$ cat src/common/tcbd_consts.vh
// Register map, field positions and reset values of the compare, break and dead-time block
`ifndef TCBD_CONSTS_VH
`define TCBD_CONSTS_VH

// ----------------------------------------
// Register offsets (byte addresses)
// ----------------------------------------
`define TCBD_ADDR_W          8
`define TCBD_OFF_CCV1        8'h38
`define TCBD_OFF_CCV2        8'h3C
`define TCBD_OFF_CCV3        8'h40
`define TCBD_OFF_BDC         8'h44

// ----------------------------------------
// Reset values
// ----------------------------------------
`define TCBD_RST_CCV         16'h0000
`define TCBD_RST_BDC         16'h0000

// ----------------------------------------
// Break and dead-time control fields
// ----------------------------------------
`define TCBD_BIT_MOE         15
`define TCBD_BIT_AOE         14
`define TCBD_BIT_BKP         13
`define TCBD_BIT_BKE         12
`define TCBD_BIT_RUN_OFFSTATE_SELECT        11
`define TCBD_BIT_IDLE_OFFSTATE_SELECT        10
`define TCBD_LOCK_HI         9
`define TCBD_LOCK_LO         8
`define TCBD_DTG_HI          7
`define TCBD_DTG_LO          0

// ----------------------------------------
// Lock levels
// ----------------------------------------
`define TCBD_LOCK_OFF        2'h0
`define TCBD_LOCK_L1         2'h1
`define TCBD_LOCK_L2         2'h2
`define TCBD_LOCK_L3         2'h3

// ----------------------------------------
// Dead-time encoding
// ----------------------------------------
`define TCBD_DT_W            10
`define TCBD_DT_OFS_2X       10'h040
`define TCBD_DT_OFS_8X       10'h020
`define TCBD_DT_SH_2X        1
`define TCBD_DT_SH_8X        3
`define TCBD_DT_SH_16X       4

`endif

$ cat src/verilog/tcbd_top.v
// Compare channels 1..3, break input, main output enable, lock and dead-time logic
`timescale 1ns/1ps
`include "tcbd_consts.vh"

// How it works
// - Output channel: preload copies now or at update
// - Active compare versus counter drives compare output
// - Input channel: capture latches counter, writes ignored
// - Active break clears main output enable
// - Main enable gates outputs, else idle/disabled
// - Auto enable sets main enable at update
// - Break polarity bit selects active level
// - Break enable gates pin and clock failure
// - Polarity/enable writes act one cycle later
// - Run off-state bit selects inactive output enable
// - Idle off-state bit forces idle levels
// - Lock level 1 blocks dead-time, idle, break bits
// - Lock level 2 adds off-state and polarity bits
// - Lock level 3 adds mode and preload bits
// - Lock field written once after reset
// - Dead-time codes 0xx and 10x
// - Dead-time codes 110 and 111
// - After break, idle levels follow a dead-time
module tcbd_top
(
	input  wire        pclk,
	input  wire        presetn,
	input  wire        clk_en,
	input  wire        psel,
	input  wire        penable,
	input  wire        pwrite,
	input  wire [7:0]  paddr,
	input  wire [31:0] pwdata,
	output wire [31:0] prdata,
	output wire        pready,
	output wire        pslverr,
	input  wire [15:0] counter_value,
	input  wire        update_event,
	input  wire [2:0]  capture_event,
	input  wire [2:0]  chan_direction_select,
	input  wire [2:0]  chan_output_enable,
	input  wire [2:0]  chan_compl_output_enable,
	input  wire [2:0]  chan_polarity,
	input  wire [2:0]  compl_polarity,
	input  wire [2:0]  compare_preload_enable,
	input  wire [2:0]  idle_level_out,
	input  wire [2:0]  idle_level_compl,
	input  wire        break_input,
	input  wire        clock_failure_detector,
	output wire [2:0]  compare_output,
	output wire [2:0]  compare_output_compl,
	output wire [2:0]  compare_output_en,
	output wire [2:0]  compare_output_compl_en,
	output wire        main_output_enable,
	output wire        lock_idle_level_block,
	output wire [2:0]  lock_polarity_block,
	output wire [2:0]  lock_mode_block
);

	// ----------------------------------------
	// APB slave
	// ----------------------------------------
	reg  [31:0] prdata_r;
	reg         pready_r;
	reg         pslverr_r;
	reg  [15:0] rd_mux;
	reg         addr_hit;
	wire        apb_wr;
	wire        wr_ccv1;
	wire        wr_ccv2;
	wire        wr_ccv3;
	wire        wr_bdc;

	// Break and dead-time control state
	reg         moe_r;
	reg         aoe_r;
	reg         bkp_r;
	reg         bke_r;
	reg         run_offstate_select_r;
	reg         idle_offstate_select_r;
	reg  [1:0]  lock_r;
	reg  [7:0]  dtg_r;
	reg         bdc_written_r;
	reg         bkp_eff_r;
	reg         bke_eff_r;
	reg         brk_s1_r;
	reg         brk_s2_r;
	reg         cff_s1_r;
	reg         cff_s2_r;
	reg         moe_d_r;
	reg         lock_idle_r;
	reg  [2:0]  lock_pol_r;
	reg  [2:0]  lock_mode_r;

	// Compare value storage
	reg  [15:0] ccv_pre_r [0:2];
	reg  [15:0] ccv_act_r [0:2];

	wire        brk_pin_active;
	wire        break_active;
	wire [2:0]  chan_wr;
	reg  [`TCBD_DT_W-1:0] dt_cycles;

	assign apb_wr  = psel & penable & pready_r & pwrite;
	assign wr_ccv1 = apb_wr & (paddr == `TCBD_OFF_CCV1);
	assign wr_ccv2 = apb_wr & (paddr == `TCBD_OFF_CCV2);
	assign wr_ccv3 = apb_wr & (paddr == `TCBD_OFF_CCV3);
	assign wr_bdc  = apb_wr & (paddr == `TCBD_OFF_BDC);
	assign chan_wr = {wr_ccv3, wr_ccv2, wr_ccv1};

	always @*
	begin
		addr_hit = 1'b1;
		case (paddr)
			`TCBD_OFF_CCV1: rd_mux = ccv_pre_r[0];
			`TCBD_OFF_CCV2: rd_mux = ccv_pre_r[1];
			`TCBD_OFF_CCV3: rd_mux = ccv_pre_r[2];
			`TCBD_OFF_BDC:  rd_mux = {moe_r, aoe_r, bkp_r, bke_r, run_offstate_select_r, idle_offstate_select_r,
				lock_r, dtg_r};
			default:
			begin
				rd_mux   = 16'h0000;
				addr_hit = 1'b0;
			end
		endcase
	end

	// No wait state: answer is registered during the setup cycle
	always @(posedge pclk or negedge presetn)
	begin
		if (!presetn)
		begin
			prdata_r  <= 32'h00000000;
			pready_r  <= 1'b0;
			pslverr_r <= 1'b0;
		end
		else if (clk_en)
		begin
			pready_r  <= psel & ~penable;
			pslverr_r <= psel & ~penable & ~addr_hit;
			if (psel & ~penable & ~pwrite)
				prdata_r <= {16'h0000, rd_mux};
		end
	end

	// ----------------------------------------
	// Break synchronisers and source gating
	// ----------------------------------------
	// Pins are asynchronous, so the break path pays two cycles of latency
	always @(posedge pclk or negedge presetn)
	begin
		if (!presetn)
		begin
			brk_s1_r <= 1'b0;
			brk_s2_r <= 1'b0;
			cff_s1_r <= 1'b0;
			cff_s2_r <= 1'b0;
		end
		else if (clk_en)
		begin
			brk_s1_r <= break_input;
			brk_s2_r <= brk_s1_r;
			cff_s1_r <= clock_failure_detector;
			cff_s2_r <= cff_s1_r;
		end
	end

	assign brk_pin_active = bkp_eff_r ? brk_s2_r : ~brk_s2_r;
	assign break_active   = bke_eff_r & (brk_pin_active | cff_s2_r);

	// ----------------------------------------
	// Break and dead-time control register
	// ----------------------------------------
	always @(posedge pclk or negedge presetn)
	begin
		if (!presetn)
		begin
			moe_r         <= 1'b0;
			aoe_r         <= 1'b0;
			bkp_r         <= 1'b0;
			bke_r         <= 1'b0;
			run_offstate_select_r        <= 1'b0;
			idle_offstate_select_r        <= 1'b0;
			lock_r        <= `TCBD_LOCK_OFF;
			dtg_r         <= 8'h00;
			bdc_written_r <= 1'b0;
			bkp_eff_r     <= 1'b0;
			bke_eff_r     <= 1'b0;
			moe_d_r       <= 1'b0;
		end
		else if (clk_en)
		begin
			bkp_eff_r <= bkp_r;
			bke_eff_r <= bke_r;
			moe_d_r   <= moe_r;
			if (wr_bdc)
			begin
				bdc_written_r <= 1'b1;
				if (!bdc_written_r)
					lock_r <= pwdata[`TCBD_LOCK_HI:`TCBD_LOCK_LO];
				if (lock_r == `TCBD_LOCK_OFF)
				begin
					aoe_r <= pwdata[`TCBD_BIT_AOE];
					bkp_r <= pwdata[`TCBD_BIT_BKP];
					bke_r <= pwdata[`TCBD_BIT_BKE];
					dtg_r <= pwdata[`TCBD_DTG_HI:`TCBD_DTG_LO];
				end
				if (lock_r == `TCBD_LOCK_OFF || lock_r == `TCBD_LOCK_L1)
				begin
					run_offstate_select_r <= pwdata[`TCBD_BIT_RUN_OFFSTATE_SELECT];
					idle_offstate_select_r <= pwdata[`TCBD_BIT_IDLE_OFFSTATE_SELECT];
				end
			end
			// Break beats both software and automatic set
			if (break_active)
				moe_r <= 1'b0;
			else if (wr_bdc)
				moe_r <= pwdata[`TCBD_BIT_MOE];
			else if (aoe_r & update_event)
				moe_r <= 1'b1;
		end
	end

	// Lock blocks for bits that live in neighbouring registers
	always @(posedge pclk or negedge presetn)
	begin
		if (!presetn)
		begin
			lock_idle_r <= 1'b0;
			lock_pol_r  <= 3'h0;
			lock_mode_r <= 3'h0;
		end
		else if (clk_en)
		begin
			lock_idle_r <= (lock_r != `TCBD_LOCK_OFF);
			lock_pol_r  <= {3{lock_r[1]}} & ~chan_direction_select;
			lock_mode_r <= {3{lock_r == `TCBD_LOCK_L3}} & ~chan_direction_select;
		end
	end

	// ----------------------------------------
	// Dead-time decode, base period is one pclk
	// ----------------------------------------
	always @*
	begin
		if (!dtg_r[7])
			dt_cycles = {2'h0, dtg_r};
		else if (!dtg_r[6])
			dt_cycles = ({4'h0, dtg_r[5:0]} + `TCBD_DT_OFS_2X) << `TCBD_DT_SH_2X;
		else if (!dtg_r[5])
			dt_cycles = ({5'h00, dtg_r[4:0]} + `TCBD_DT_OFS_8X) << `TCBD_DT_SH_8X;
		else
			dt_cycles = ({5'h00, dtg_r[4:0]} + `TCBD_DT_OFS_8X) << `TCBD_DT_SH_16X;
	end

	// ----------------------------------------
	// Per-channel compare and output stage
	// ----------------------------------------
	genvar g;
	generate
		for (g = 0; g < 3; g = g + 1)
		begin : chan
			reg                   ref_r;
			reg                   ref_d_r;
			reg  [`TCBD_DT_W-1:0] dt_cnt_r;
			reg                   oc_r;
			reg                   ocn_r;
			reg                   oc_en_r;
			reg                   ocn_en_r;
			reg                   oc_nxt;
			reg                   ocn_nxt;
			reg                   oc_en_nxt;
			reg                   ocn_en_nxt;
			wire                  is_out;
			wire                  dt_done;
			wire                  ce;
			wire                  cne;
			wire                  pol;
			wire                  npol;

			assign is_out  = ~chan_direction_select[g];
			assign dt_done = (dt_cnt_r == {`TCBD_DT_W{1'b0}});
			assign ce      = chan_output_enable[g];
			assign cne     = chan_compl_output_enable[g];
			assign pol     = chan_polarity[g];
			assign npol    = compl_polarity[g];

			always @(posedge pclk or negedge presetn)
			begin
				if (!presetn)
				begin
					ccv_pre_r[g] <= `TCBD_RST_CCV;
					ccv_act_r[g] <= `TCBD_RST_CCV;
				end
				else if (clk_en)
				begin
					if (!is_out)
					begin
						if (capture_event[g])
							ccv_pre_r[g] <= counter_value;
					end
					else if (chan_wr[g])
					begin
						ccv_pre_r[g] <= pwdata[15:0];
						if (!compare_preload_enable[g])
							ccv_act_r[g] <= pwdata[15:0];
					end
					if (is_out & compare_preload_enable[g] & update_event)
						ccv_act_r[g] <= ccv_pre_r[g];
				end
			end

			// Counter reload on a reference edge or a fall of main enable
			always @(posedge pclk or negedge presetn)
			begin
				if (!presetn)
				begin
					ref_r    <= 1'b0;
					ref_d_r  <= 1'b0;
					dt_cnt_r <= {`TCBD_DT_W{1'b0}};
				end
				else if (clk_en)
				begin
					ref_r   <= is_out & (counter_value < ccv_act_r[g]);
					ref_d_r <= ref_r;
					if ((ref_r != ref_d_r) | (moe_d_r & ~moe_r))
						dt_cnt_r <= dt_cycles;
					else if (!dt_done)
						dt_cnt_r <= dt_cnt_r - {{(`TCBD_DT_W-1){1'b0}}, 1'b1};
				end
			end

			always @*
			begin
				oc_nxt     = pol;
				ocn_nxt    = npol;
				oc_en_nxt  = 1'b0;
				ocn_en_nxt = 1'b0;
				if (!is_out)
				begin
					oc_en_nxt  = 1'b0;
					ocn_en_nxt = 1'b0;
				end
				else if (moe_r)
				begin
					if (ce & cne)
					begin
						// Delayed reference lines up with the counter reload
						oc_nxt     = (ref_d_r & dt_done) ^ pol;
						ocn_nxt    = (~ref_d_r & dt_done) ^ npol;
						oc_en_nxt  = 1'b1;
						ocn_en_nxt = 1'b1;
					end
					else if (ce)
					begin
						oc_nxt     = ref_r ^ pol;
						oc_en_nxt  = 1'b1;
						ocn_en_nxt = run_offstate_select_r;
					end
					else if (cne)
					begin
						ocn_nxt    = ref_r ^ npol;
						ocn_en_nxt = 1'b1;
						oc_en_nxt  = run_offstate_select_r;
					end
				end
				else if (idle_offstate_select_r & (ce | cne))
				begin
					oc_en_nxt  = 1'b1;
					ocn_en_nxt = 1'b1;
					// Counter reload lags the fall by a cycle, so hold off here
					if (dt_done & ~moe_d_r)
					begin
						oc_nxt  = idle_level_out[g];
						ocn_nxt = idle_level_compl[g];
					end
				end
			end

			always @(posedge pclk or negedge presetn)
			begin
				if (!presetn)
				begin
					oc_r     <= 1'b0;
					ocn_r    <= 1'b0;
					oc_en_r  <= 1'b0;
					ocn_en_r <= 1'b0;
				end
				else if (clk_en)
				begin
					oc_r     <= oc_nxt;
					ocn_r    <= ocn_nxt;
					oc_en_r  <= oc_en_nxt;
					ocn_en_r <= ocn_en_nxt;
				end
			end

			assign compare_output[g]          = oc_r;
			assign compare_output_compl[g]    = ocn_r;
			assign compare_output_en[g]       = oc_en_r;
			assign compare_output_compl_en[g] = ocn_en_r;
		end
	endgenerate

	assign prdata                = prdata_r;
	assign pready                = pready_r;
	assign pslverr               = pslverr_r;
	assign main_output_enable    = moe_r;
	assign lock_idle_level_block = lock_idle_r;
	assign lock_polarity_block   = lock_pol_r;
	assign lock_mode_block       = lock_mode_r;

endmodule // tcbd_top

$ cat config.mk
export PLATFORM = sky130hd
export DESIGN_NAME = tcbd_top
export DESIGN_NICKNAME = d
export VERILOG_FILES = /design/src/verilog/tcbd_top.v
export VERILOG_INCLUDE_DIRS = /design/src /design/src/common
export SDC_FILE = /design/constraint.sdc
export NUM_CORES = 1
export LEC_CHECK = 0
export ABC_CLOCK_PERIOD_IN_PS = 2400
export BUFFER_PORTS_ARGS = -buffer_cell sky130_fd_sc_hd__buf_2
export CAP_MARGIN = 20
export CORE_ASPECT_RATIO = 0.9
export CORE_MARGIN = 3
export CORE_UTILIZATION = 25
export DETAILED_ROUTE_END_ITERATION = 8
export SETUP_SLACK_MARGIN = 0.5
export SLEW_MARGIN = 40
export SYNTH_ARGS = -nofsm -noshare
export SYNTH_HDL_FRONTEND = slang
export SYNTH_SLANG_ARGS = --single-unit
$ cat constraint.sdc
create_clock -name pclk -period 2.4 [get_ports pclk]
set_input_delay 0.48 -clock pclk [delete_from_list [all_inputs] [get_ports pclk]]
set_output_delay 0.48 -clock pclk [all_outputs]
set_load 0.005 [all_outputs]
==> results of run 1 <==
## layout by cell type, fill, tap and decap left out, drive strengths merged, types with 6 or more instances in the layout
cell type	Yosys	layout
nand3b	15	15
nand3	23	23
nand2b	18	18
or3	6	6
o221ai	22	22
nor3	12	12
nand2	124	124
conb	1	16
inv	113	117
ha	51	51
mux2i	26	26
clkbuf	57	24
mux2	23	23
a211oi	6	6
o211ai	9	9
a31oi	9	9
nor2b	14	14
nand4	11	11
dfrtp	193	193
a21oi	94	94
a22oi	34	34
and2	6	6
buf	34	195
nor2	111	111
xnor2	7	7
and3	8	8
o22ai	60	60
a22o	6	6
o21ai	101	101
## kinds of logic (layout without fill, tap and decap cells)
| family | count (synthesis) | after routing | synth area share, % |
|---|---|---|---|
| AOI/OAI and AO/OA | 385 | 385 | 21.7 |
| DFF | 193 | 193 | 43.6 |
| other | 1 | 17 | 0.0339 |
| and+or+nand+nor | 366 | 367 | 15.5 |
| xor gates and xnor gates | 8 | 8 | 0.633 |
| muxes | 49 | 49 | 4.69 |
| adders and majority gates | 51 | 51 | 5.77 |
| buffers and inverters | 204 | 346 | 8.03 |
## registers in the layout, summed over array words and instances, names as in the netlist, 8 cells and up
| register | cells |
|---|---|
| ccv_pre_r | 48 |
| chan.dt_cnt_r | 30 |
| ccv_act_r | 48 |
| dtg_r | 8 |
| prdata | 16 |
## what timing repair did
item	CTS	global route
endpoints found under the setup margin	70	105
cloned	2	7
resized for setup	39	84
pin swaps	7	24
endpoints found under the hold margin	37	0
hold buffers	1	0
buffers inserted	4	9
## layout make-up
cell class | instances | area (um2)
fill | 4481 | 29400
tap | 592 | 741
sequential | 193 | 4830
inverter | 113 | 424
clock buffer | 19 | 443
antenna | 1 | 2.50
multi-input combinational | 876 | 5900
timing repair buffer | 201 | 1480
clock inverter | 13 | 151
## metal layers
layer | vias up | part of all wire, %
met5 | - | 0.059
met1 | 5056 | 47
met3 | 50 | 8.4
met4 | 4 | 1.7
met2 | 415 | 43
li1 | 4733 | -
## through the flow
stage / util (%) / power [mW] / worst slack, ns / hold slack (ns)
6_report: 32.2 / 10.6 / 0.129 / 0.253
3_5_place_dp: 29.2 / 7.20 / -0.353 / 0.453
3_3_place_gp: 29.2 / 7.10 / -0.331 / 0.462
5_1_grt: 32.2 / 11.2 / 0.103 / 0.250
2_1_floorplan: - / 6.19 / -0.214 / 0.184
4_1_cts: 31.2 / 10.4 / 0.159 / 0.234
## power breakdown
group / total [mW] / switching [mW] / internal (mW)
clock network: 3.02 / 1.43 / 1.59
logic: 3.28 / 1.85 / 1.43
registers: 4.29 / 0.485 / 3.81
## how the worst max path moves through the flow
stage | end | slack, ns | from | cells after the start
5_1_grt | dtg_r[1]$_DFFE_PN0P_ | 0.10 | paddr[7] | 7
3_3_place_gp | dtg_r[1]$_DFFE_PN0P_ | -0.33 | paddr[7] | 7
3_5_place_dp | dtg_r[3]$_DFFE_PN0P_ | -0.35 | paddr[7] | 7
6_report | dtg_r[1]$_DFFE_PN0P_ | 0.13 | paddr[7] | 7
4_1_cts | dtg_r[1]$_DFFE_PN0P_ | 0.16 | paddr[7] | 7
2_1_floorplan | aoe_r$_DFFE_PN0P_ | -0.21 | paddr[7] | 7
## worst register-to-register path, cell delays in order (launching register included)
cell and delay [ns]:
dfrtp_1 0.37, nand4_1 0.21, or4_4 0.49, or2_4 0.26, nor3_4 0.15, buf_12 0.17, mux2_2 0.33
==> impl_metrics.json, run 1 <==
{
  "synth_area_um2": 11100,
  "dr.pass1.iters": 5,
  "critPathMostFrequentCell": "or4_4",
  "dieArea_um2": 46800,
  "instances_no_fill": 2008,
  "fmaxAchievable_ghz": 0.440,
  "yosysMostFrequentCell": "dfrtp_1",
  "cts_tree": "done",
  "hpwl_mm": 27.1,
  "worst_ep_arrival_time_ns": 2.61,
  "drt-initial-drc-count": 1096,
  "holdCritStartpoint": "clock_failure_detector",
  "worst_setup_path_start_kind": "input port",
  "tns_ns": 0,
  "critPathCaptureType": "flip-flop",
  "relSlewSlack_pct": 50.6,
  "min_to": "cff_s1_r$_DFFE_PN0P_",
  "finalMaxSlewViolations": 0,
  "fin_crit_ns": 2.27,
  "fp-row-count": 72,
  "core_um2": 43300,
  "synth_area_leaders": "dfrtp_1 44%, ha_1 5.8%, o21ai_0 4.5%, a21oi_1 4.3%, nand2_1 4.2%",
  "avgRoutedWirePerCell_um": 19.3,
  "final_cell_area_um2": 14000,
  "post_dp_cell_area_um2": 12700,
  "drt_wl_total_mm": 38.7,
  "worst-endpoint-required_ns": 2.74,
  "antenna_found_initial": 3,
  "grt_usage_pct": 15.7,
  "synth-edff-count": 0,
  "place_inst": 1952,
  "grt_overflow": 0,
  "skew_ns": 0.0147,
  "synth_cells": 1257,
  "drt-vias-per-instance": 5.11,
  "status": "finished, final reports clean",
  "hold_depth": 2,
  "vdd_drop_max_mv": 0.449,
  "clk_pin_slew_ns": 0.08,
  "hold_class": "in -> reg",
  "grt_busiest_layer": "met2",
  "crit_type": "in -> reg",
  "gp_congestion": 0.867,
  "setup_viol": 0,
  "nets": 1545,
  "cts.sinks": 193,
  "gr-usage-met3_pct": 3.27,
  "grtUsageMet2_pct": 23.6,
  "cts_buffers": 17,
  "critPathBufInv": 2,
  "die_x_um": 228,
  "use_met1_pct": 22.6,
  "ys_types": 69,
  "grt_start_max_net_pins": 49,
  "async_flop_share_pct": 100,
  "path_cells": "buf_6 > or4_4 > or4_4 > or2_4 > nor3_4 > buf_12 > mux2_2",
  "synth-seq-cells": 193,
  "min_period_over_period_pct": 94.6,
  "htreeDepth": 4,
  "yosys.area.top_type": "dfrtp_1",
  "crit_family": "simple AND/OR/NAND/NOR gates",
  "ctsRootBufferMaster": "clkbuf_16",
  "max_stage_delay_ns": 0.56,
  "r2r_end": "dtg_r[1]$_DFFE_PN0P_",
  "synth_flop_cell": "dfrtp_1",
  "r2r_cells": 6,
  "crit_path_top_delay_cell": "or4_4",
  "vias": 10258,
  "port_buffers": 113,
  "syn_area_per_cell_um2": 8.80,
  "drc": 0,
  "synth_top_area_share_pct": 43.6,
  "cp_max_fo": 11,
  "grt_pass1_wl_mm": 57.0,
  "start_util_pct": 25.5,
  "power_density_nw_per_um2": 758,
  "tightest_slew_ns": 0.741,
  "drive_gt1_share_pct": 24.8,
  "hold_violations": 0,
  "ys_seq_area_share_pct": 43.6,
  "die_y_um": 206,
  "cts.path.max_buffers": 2,
  "ant_nets": 0,
  "r2r-start": "pready$_DFFE_PN0P_",
  "rsz0062_at_grt": "yes",
  "maxCapViolCount": 0,
  "insertion_delay_ns": 0.46,
  "ys_warn_count": 0,
  "p_leak_nw": 6.35,
  "io_pins": 146,
  "grt_pass1_vias": 9587,
  "synth.top_cells.by_count": "193 x dfrtp_1, 124 x nand2_1, 113 x inv_1, 111 x nor2_1, 99 x o21ai_0",
  "reg2reg_slack_ns": 0.30,
  "syn_to_final_growth_pct": 26.2
}
Power figures use the tool's default switching activity.
==> inputs of run 2 (changes only) <==
Settings changed: ABC_AREA set to 1.
==> impl_metrics.json, run 2 <==
{
  "status": "complete, but fails checks",
  "violations": "hold timing",
  "r2r-start": "ccv_act_r[47]$_DFFE_PN0P_",
  "relSlewSlack_pct": 61.4,
  "yosys.area.top_type": "dfrtp_1",
  "p_int_mw": 6.63,
  "fp-row-count": 74,
  "drive_gt1_share_pct": 15.0,
  "instances_no_fill": 2326,
  "hold_class": "in -> async",
  "combPwrFrac_pct": 29.0,
  "synth_area_um2": 11800,
  "synth_flop_cell": "dfrtp_1",
  "fin_crit_ns": 1.76,
  "r2r_cells": 9,
  "final_common_cell": "nand2_1",
  "grt_pass1_wl_mm": 58.7,
  "grt_pass1_vias": 10288,
  "io_pins": 146,
  "timing.final.ws_setup_ns": 0.641,
  "multiInputGateArea_um2": 5820,
  "p_sw_mw": 3.66,
  "fmaxAchievable_ghz": 0.568,
  "syn_area_per_cell_um2": 7.39,
  "grt_start_max_net_pins": 56,
  "routed.top_layer": "met5",
  "worst_setup_path_start_kind": "flip-flop",
  "nFillCells": 4898,
  "nets": 1848,
  "die_x_um": 235,
  "grt_usage_pct": 15.0,
  "hpwl_mm": 29.2,
  "ys_types": 45,
  "async_flop_share_pct": 100,
  "cts.sinks": 193,
  "power_density_nw_per_um2": 746,
  "maxCapViolCount": 0,
  "critPathCaptureType": "flip-flop",
  "start_util_pct": 25.7,
  "port_buffers": 113,
  "cp_max_fo": 2,
  "tns_ns": 0,
  "skew_ns": 0.0118,
  "largestRegisters": "ccv_act_r x48, ccv_pre_r x48, chan.dt_cnt_r x30",
  "core_um2": 46000,
  "drc": 0,
  "synth_cells": 1598,
  "clk_pin_slew_ns": 0.08,
  "vdd_drop_max_mv": 0.477,
  "p_clk_share_pct": 30.4,
  "avgRoutedWirePerCell_um": 16.3,
  "min_period_over_period_pct": 73.3,
  "rsz0062_at_grt": "no",
  "drt-initial-drc-count": 1050,
  "cts.path.max_buffers": 2,
  "ys_seq_area_share_pct": 40.9,
  "antenna_found_initial": 4,
  "worst-endpoint-required_ns": 2.73,
  "synth-edff-count": 0,
  "wl_met3_mm": 3.59,
  "switching_share_pct": 35.6,
  "finalMaxSlewViolations": 0,
  "hold_violations": 1,
  "whs_ns": -0.00957,
  "cts_hold_repair.buffers": 0,
  "grt_overflow": 0,
  "cts_tree": "done",
  "num_antenna_cells": 0,
  "place_inst": 2288,
  "met2_length_mm": 15.8,
  "drt_wl_total_mm": 38.0,
  "yosysMostFrequentCell": "nand2_1",
  "synth.top_cells.by_count": "444 x nand2_1, 193 x dfrtp_1, 178 x inv_1, 155 x o21ai_0, 95 x nor2_1",
  "reg2reg_slack_ns": 0.64,
  "p_seq_share_pct": 40.6,
  "dr.pass1.iters": 5,
  "worst_ep_arrival_time_ns": 2.09,
  "syn_to_final_growth_pct": 16.7,
  "dieArea_um2": 49900,
  "tightest_slew_ns": 0.579,
  "r2r_end": "chan[0].ref_r$_DFFE_PN0P_",
  "ys_warn_count": 0,
  "setup_viol": 0,
  "insertion_delay_ns": 0.46,
  "vias": 11087,
  "p_leak_nw": 7.00,
  "crit_type": "reg -> reg",
  "wl_met1_mm": 18.1,
  "gp_congestion": 0.892,
  "drt-vias-per-instance": 4.77,
  "htreeDepth": 4,
  "cts_buffers": 17,
  "post-place-ws_ns": 0.237,
  "ant_nets": 0,
  "ctsRootBufferMaster": "clkbuf_16",
  "seqCellArea_um2": 4830,
  "synth_area_leaders": "dfrtp_1 41%, nand2_1 14%, o21ai_0 6.6%, inv_1 5.7%, ha_1 5.4%",
  "die_y_um": 212,
  "synth_top_area_share_pct": 40.9,
  "final_cell_mix": "444 x nand2_1, 193 x dfrtp_1, 177 x inv_1, 155 x o21ai_0, 112 x buf_2",
  "synth-seq-cells": 193
}
## run 2: changes by cell type in the layout (fill, tap and decap cells not counted), moves of 16 or more
cell	change
nand2_1	+334
o21ai_0	+90
inv_1	+68
nand3_1	+50
o21ai_1	+41
a22oi_1	-32
o221ai_1	-20
nand2b_1	-18
o22ai_1	-17
nor2_1	-16
## run 2: repair_timing
action                                 4_1_cts  5_1_grt
endpoints found under the hold margin        0        0
setup endpoints to repair                    2      116
resized for setup                            2       12
setup buffers                                0        6
pin swaps                                    0        1
## run 2: power groups by stage
stage               sequential (mW)  combinational [mW]  clock (mW)
CTS                            4.17                2.88        3.19
finish                         4.17                2.99        3.13
global route                   4.24                3.40        3.34
global placement               4.20                2.73           0
detailed placement             4.23                2.85           0
floorplan                      4.14                2.11           0
## run 2: area by class of cell
type,instances,area share (%)
clock buffers,19,3.28
clock inverters,13,1.27
inverters,191,5.32
multi-input cells,1136,42.2
flip-flops and latches,193,35.0
well taps,608,5.52
repair buffers,166,7.41
## run 2: cell families after synthesis
| kind of cell | share of synthesized area, % |
|---|---|
| adders and majority gates | 5.40 |
| buffers and inverters | 10.7 |
| xor gates and xnor gates | 0.519 |
| DFF | 40.9 |
| other | 0.0317 |
| and+or+nand+nor | 23.5 |
| AOI/OAI and AO/OA | 17.6 |
| muxes | 1.40 |
## run 2: worst max-delay path by stage
stage / from / to / slack [ns] / depth (start not counted)
3_5_place_dp: chan_direction_select[2] / ccv_act_r[0]$_DFFE_PN0P_ / 0.24 / 7
5_1_grt: chan[0].dt_cnt_r[4]$_DFFE_PN0P_ / chan[0].dt_cnt_r[4]$_DFFE_PN0P_ / 0.51 / 8
3_3_place_gp: chan_direction_select[2] / ccv_act_r[0]$_DFFE_PN0P_ / 0.27 / 7
6_report: ccv_act_r[47]$_DFFE_PN0P_ / chan[0].ref_r$_DFFE_PN0P_ / 0.64 / 9
2_1_floorplan: paddr[1] / ccv_act_r[35]$_DFFE_PN0P_ / 0.70 / 8
4_1_cts: pready$_DFFE_PN0P_ / ccv_pre_r[2]$_DFFE_PN0P_ / 0.51 / 7
## run 2: routing by layer
layer	vias to the layer above	global-route usage (%)
met2	395	21.5
li1	5404	-
met1	5255	22.4
met5	-	0
met4	2	2.89
met3	31	4.51
## run 2: worst max-delay path, stage by stage, from the launching register on
cell     delay, ns
dfrtp_1       0.33
inv_1         0.06
ha_1          0.29
nand2_1       0.05
inv_1         0.07
nand3_1       0.07
nor3_1        0.24
o21ai_0       0.17
nand2_1       0.22
o21ai_0       0.12
## run 2: through the flow
stage               power [mW]  area [um2]  hold WS [ns]  utilization (%)
detailed placement        7.07       13100         0.460             28.4
floorplan                 6.25       11900         0.184                -
global placement          6.93       13100         0.453             28.4
finish                    10.3       13800      -0.00957             30.0
global route              11.0       13800        0.0203             30.0
CTS                       10.2       13700        0.0100             29.7
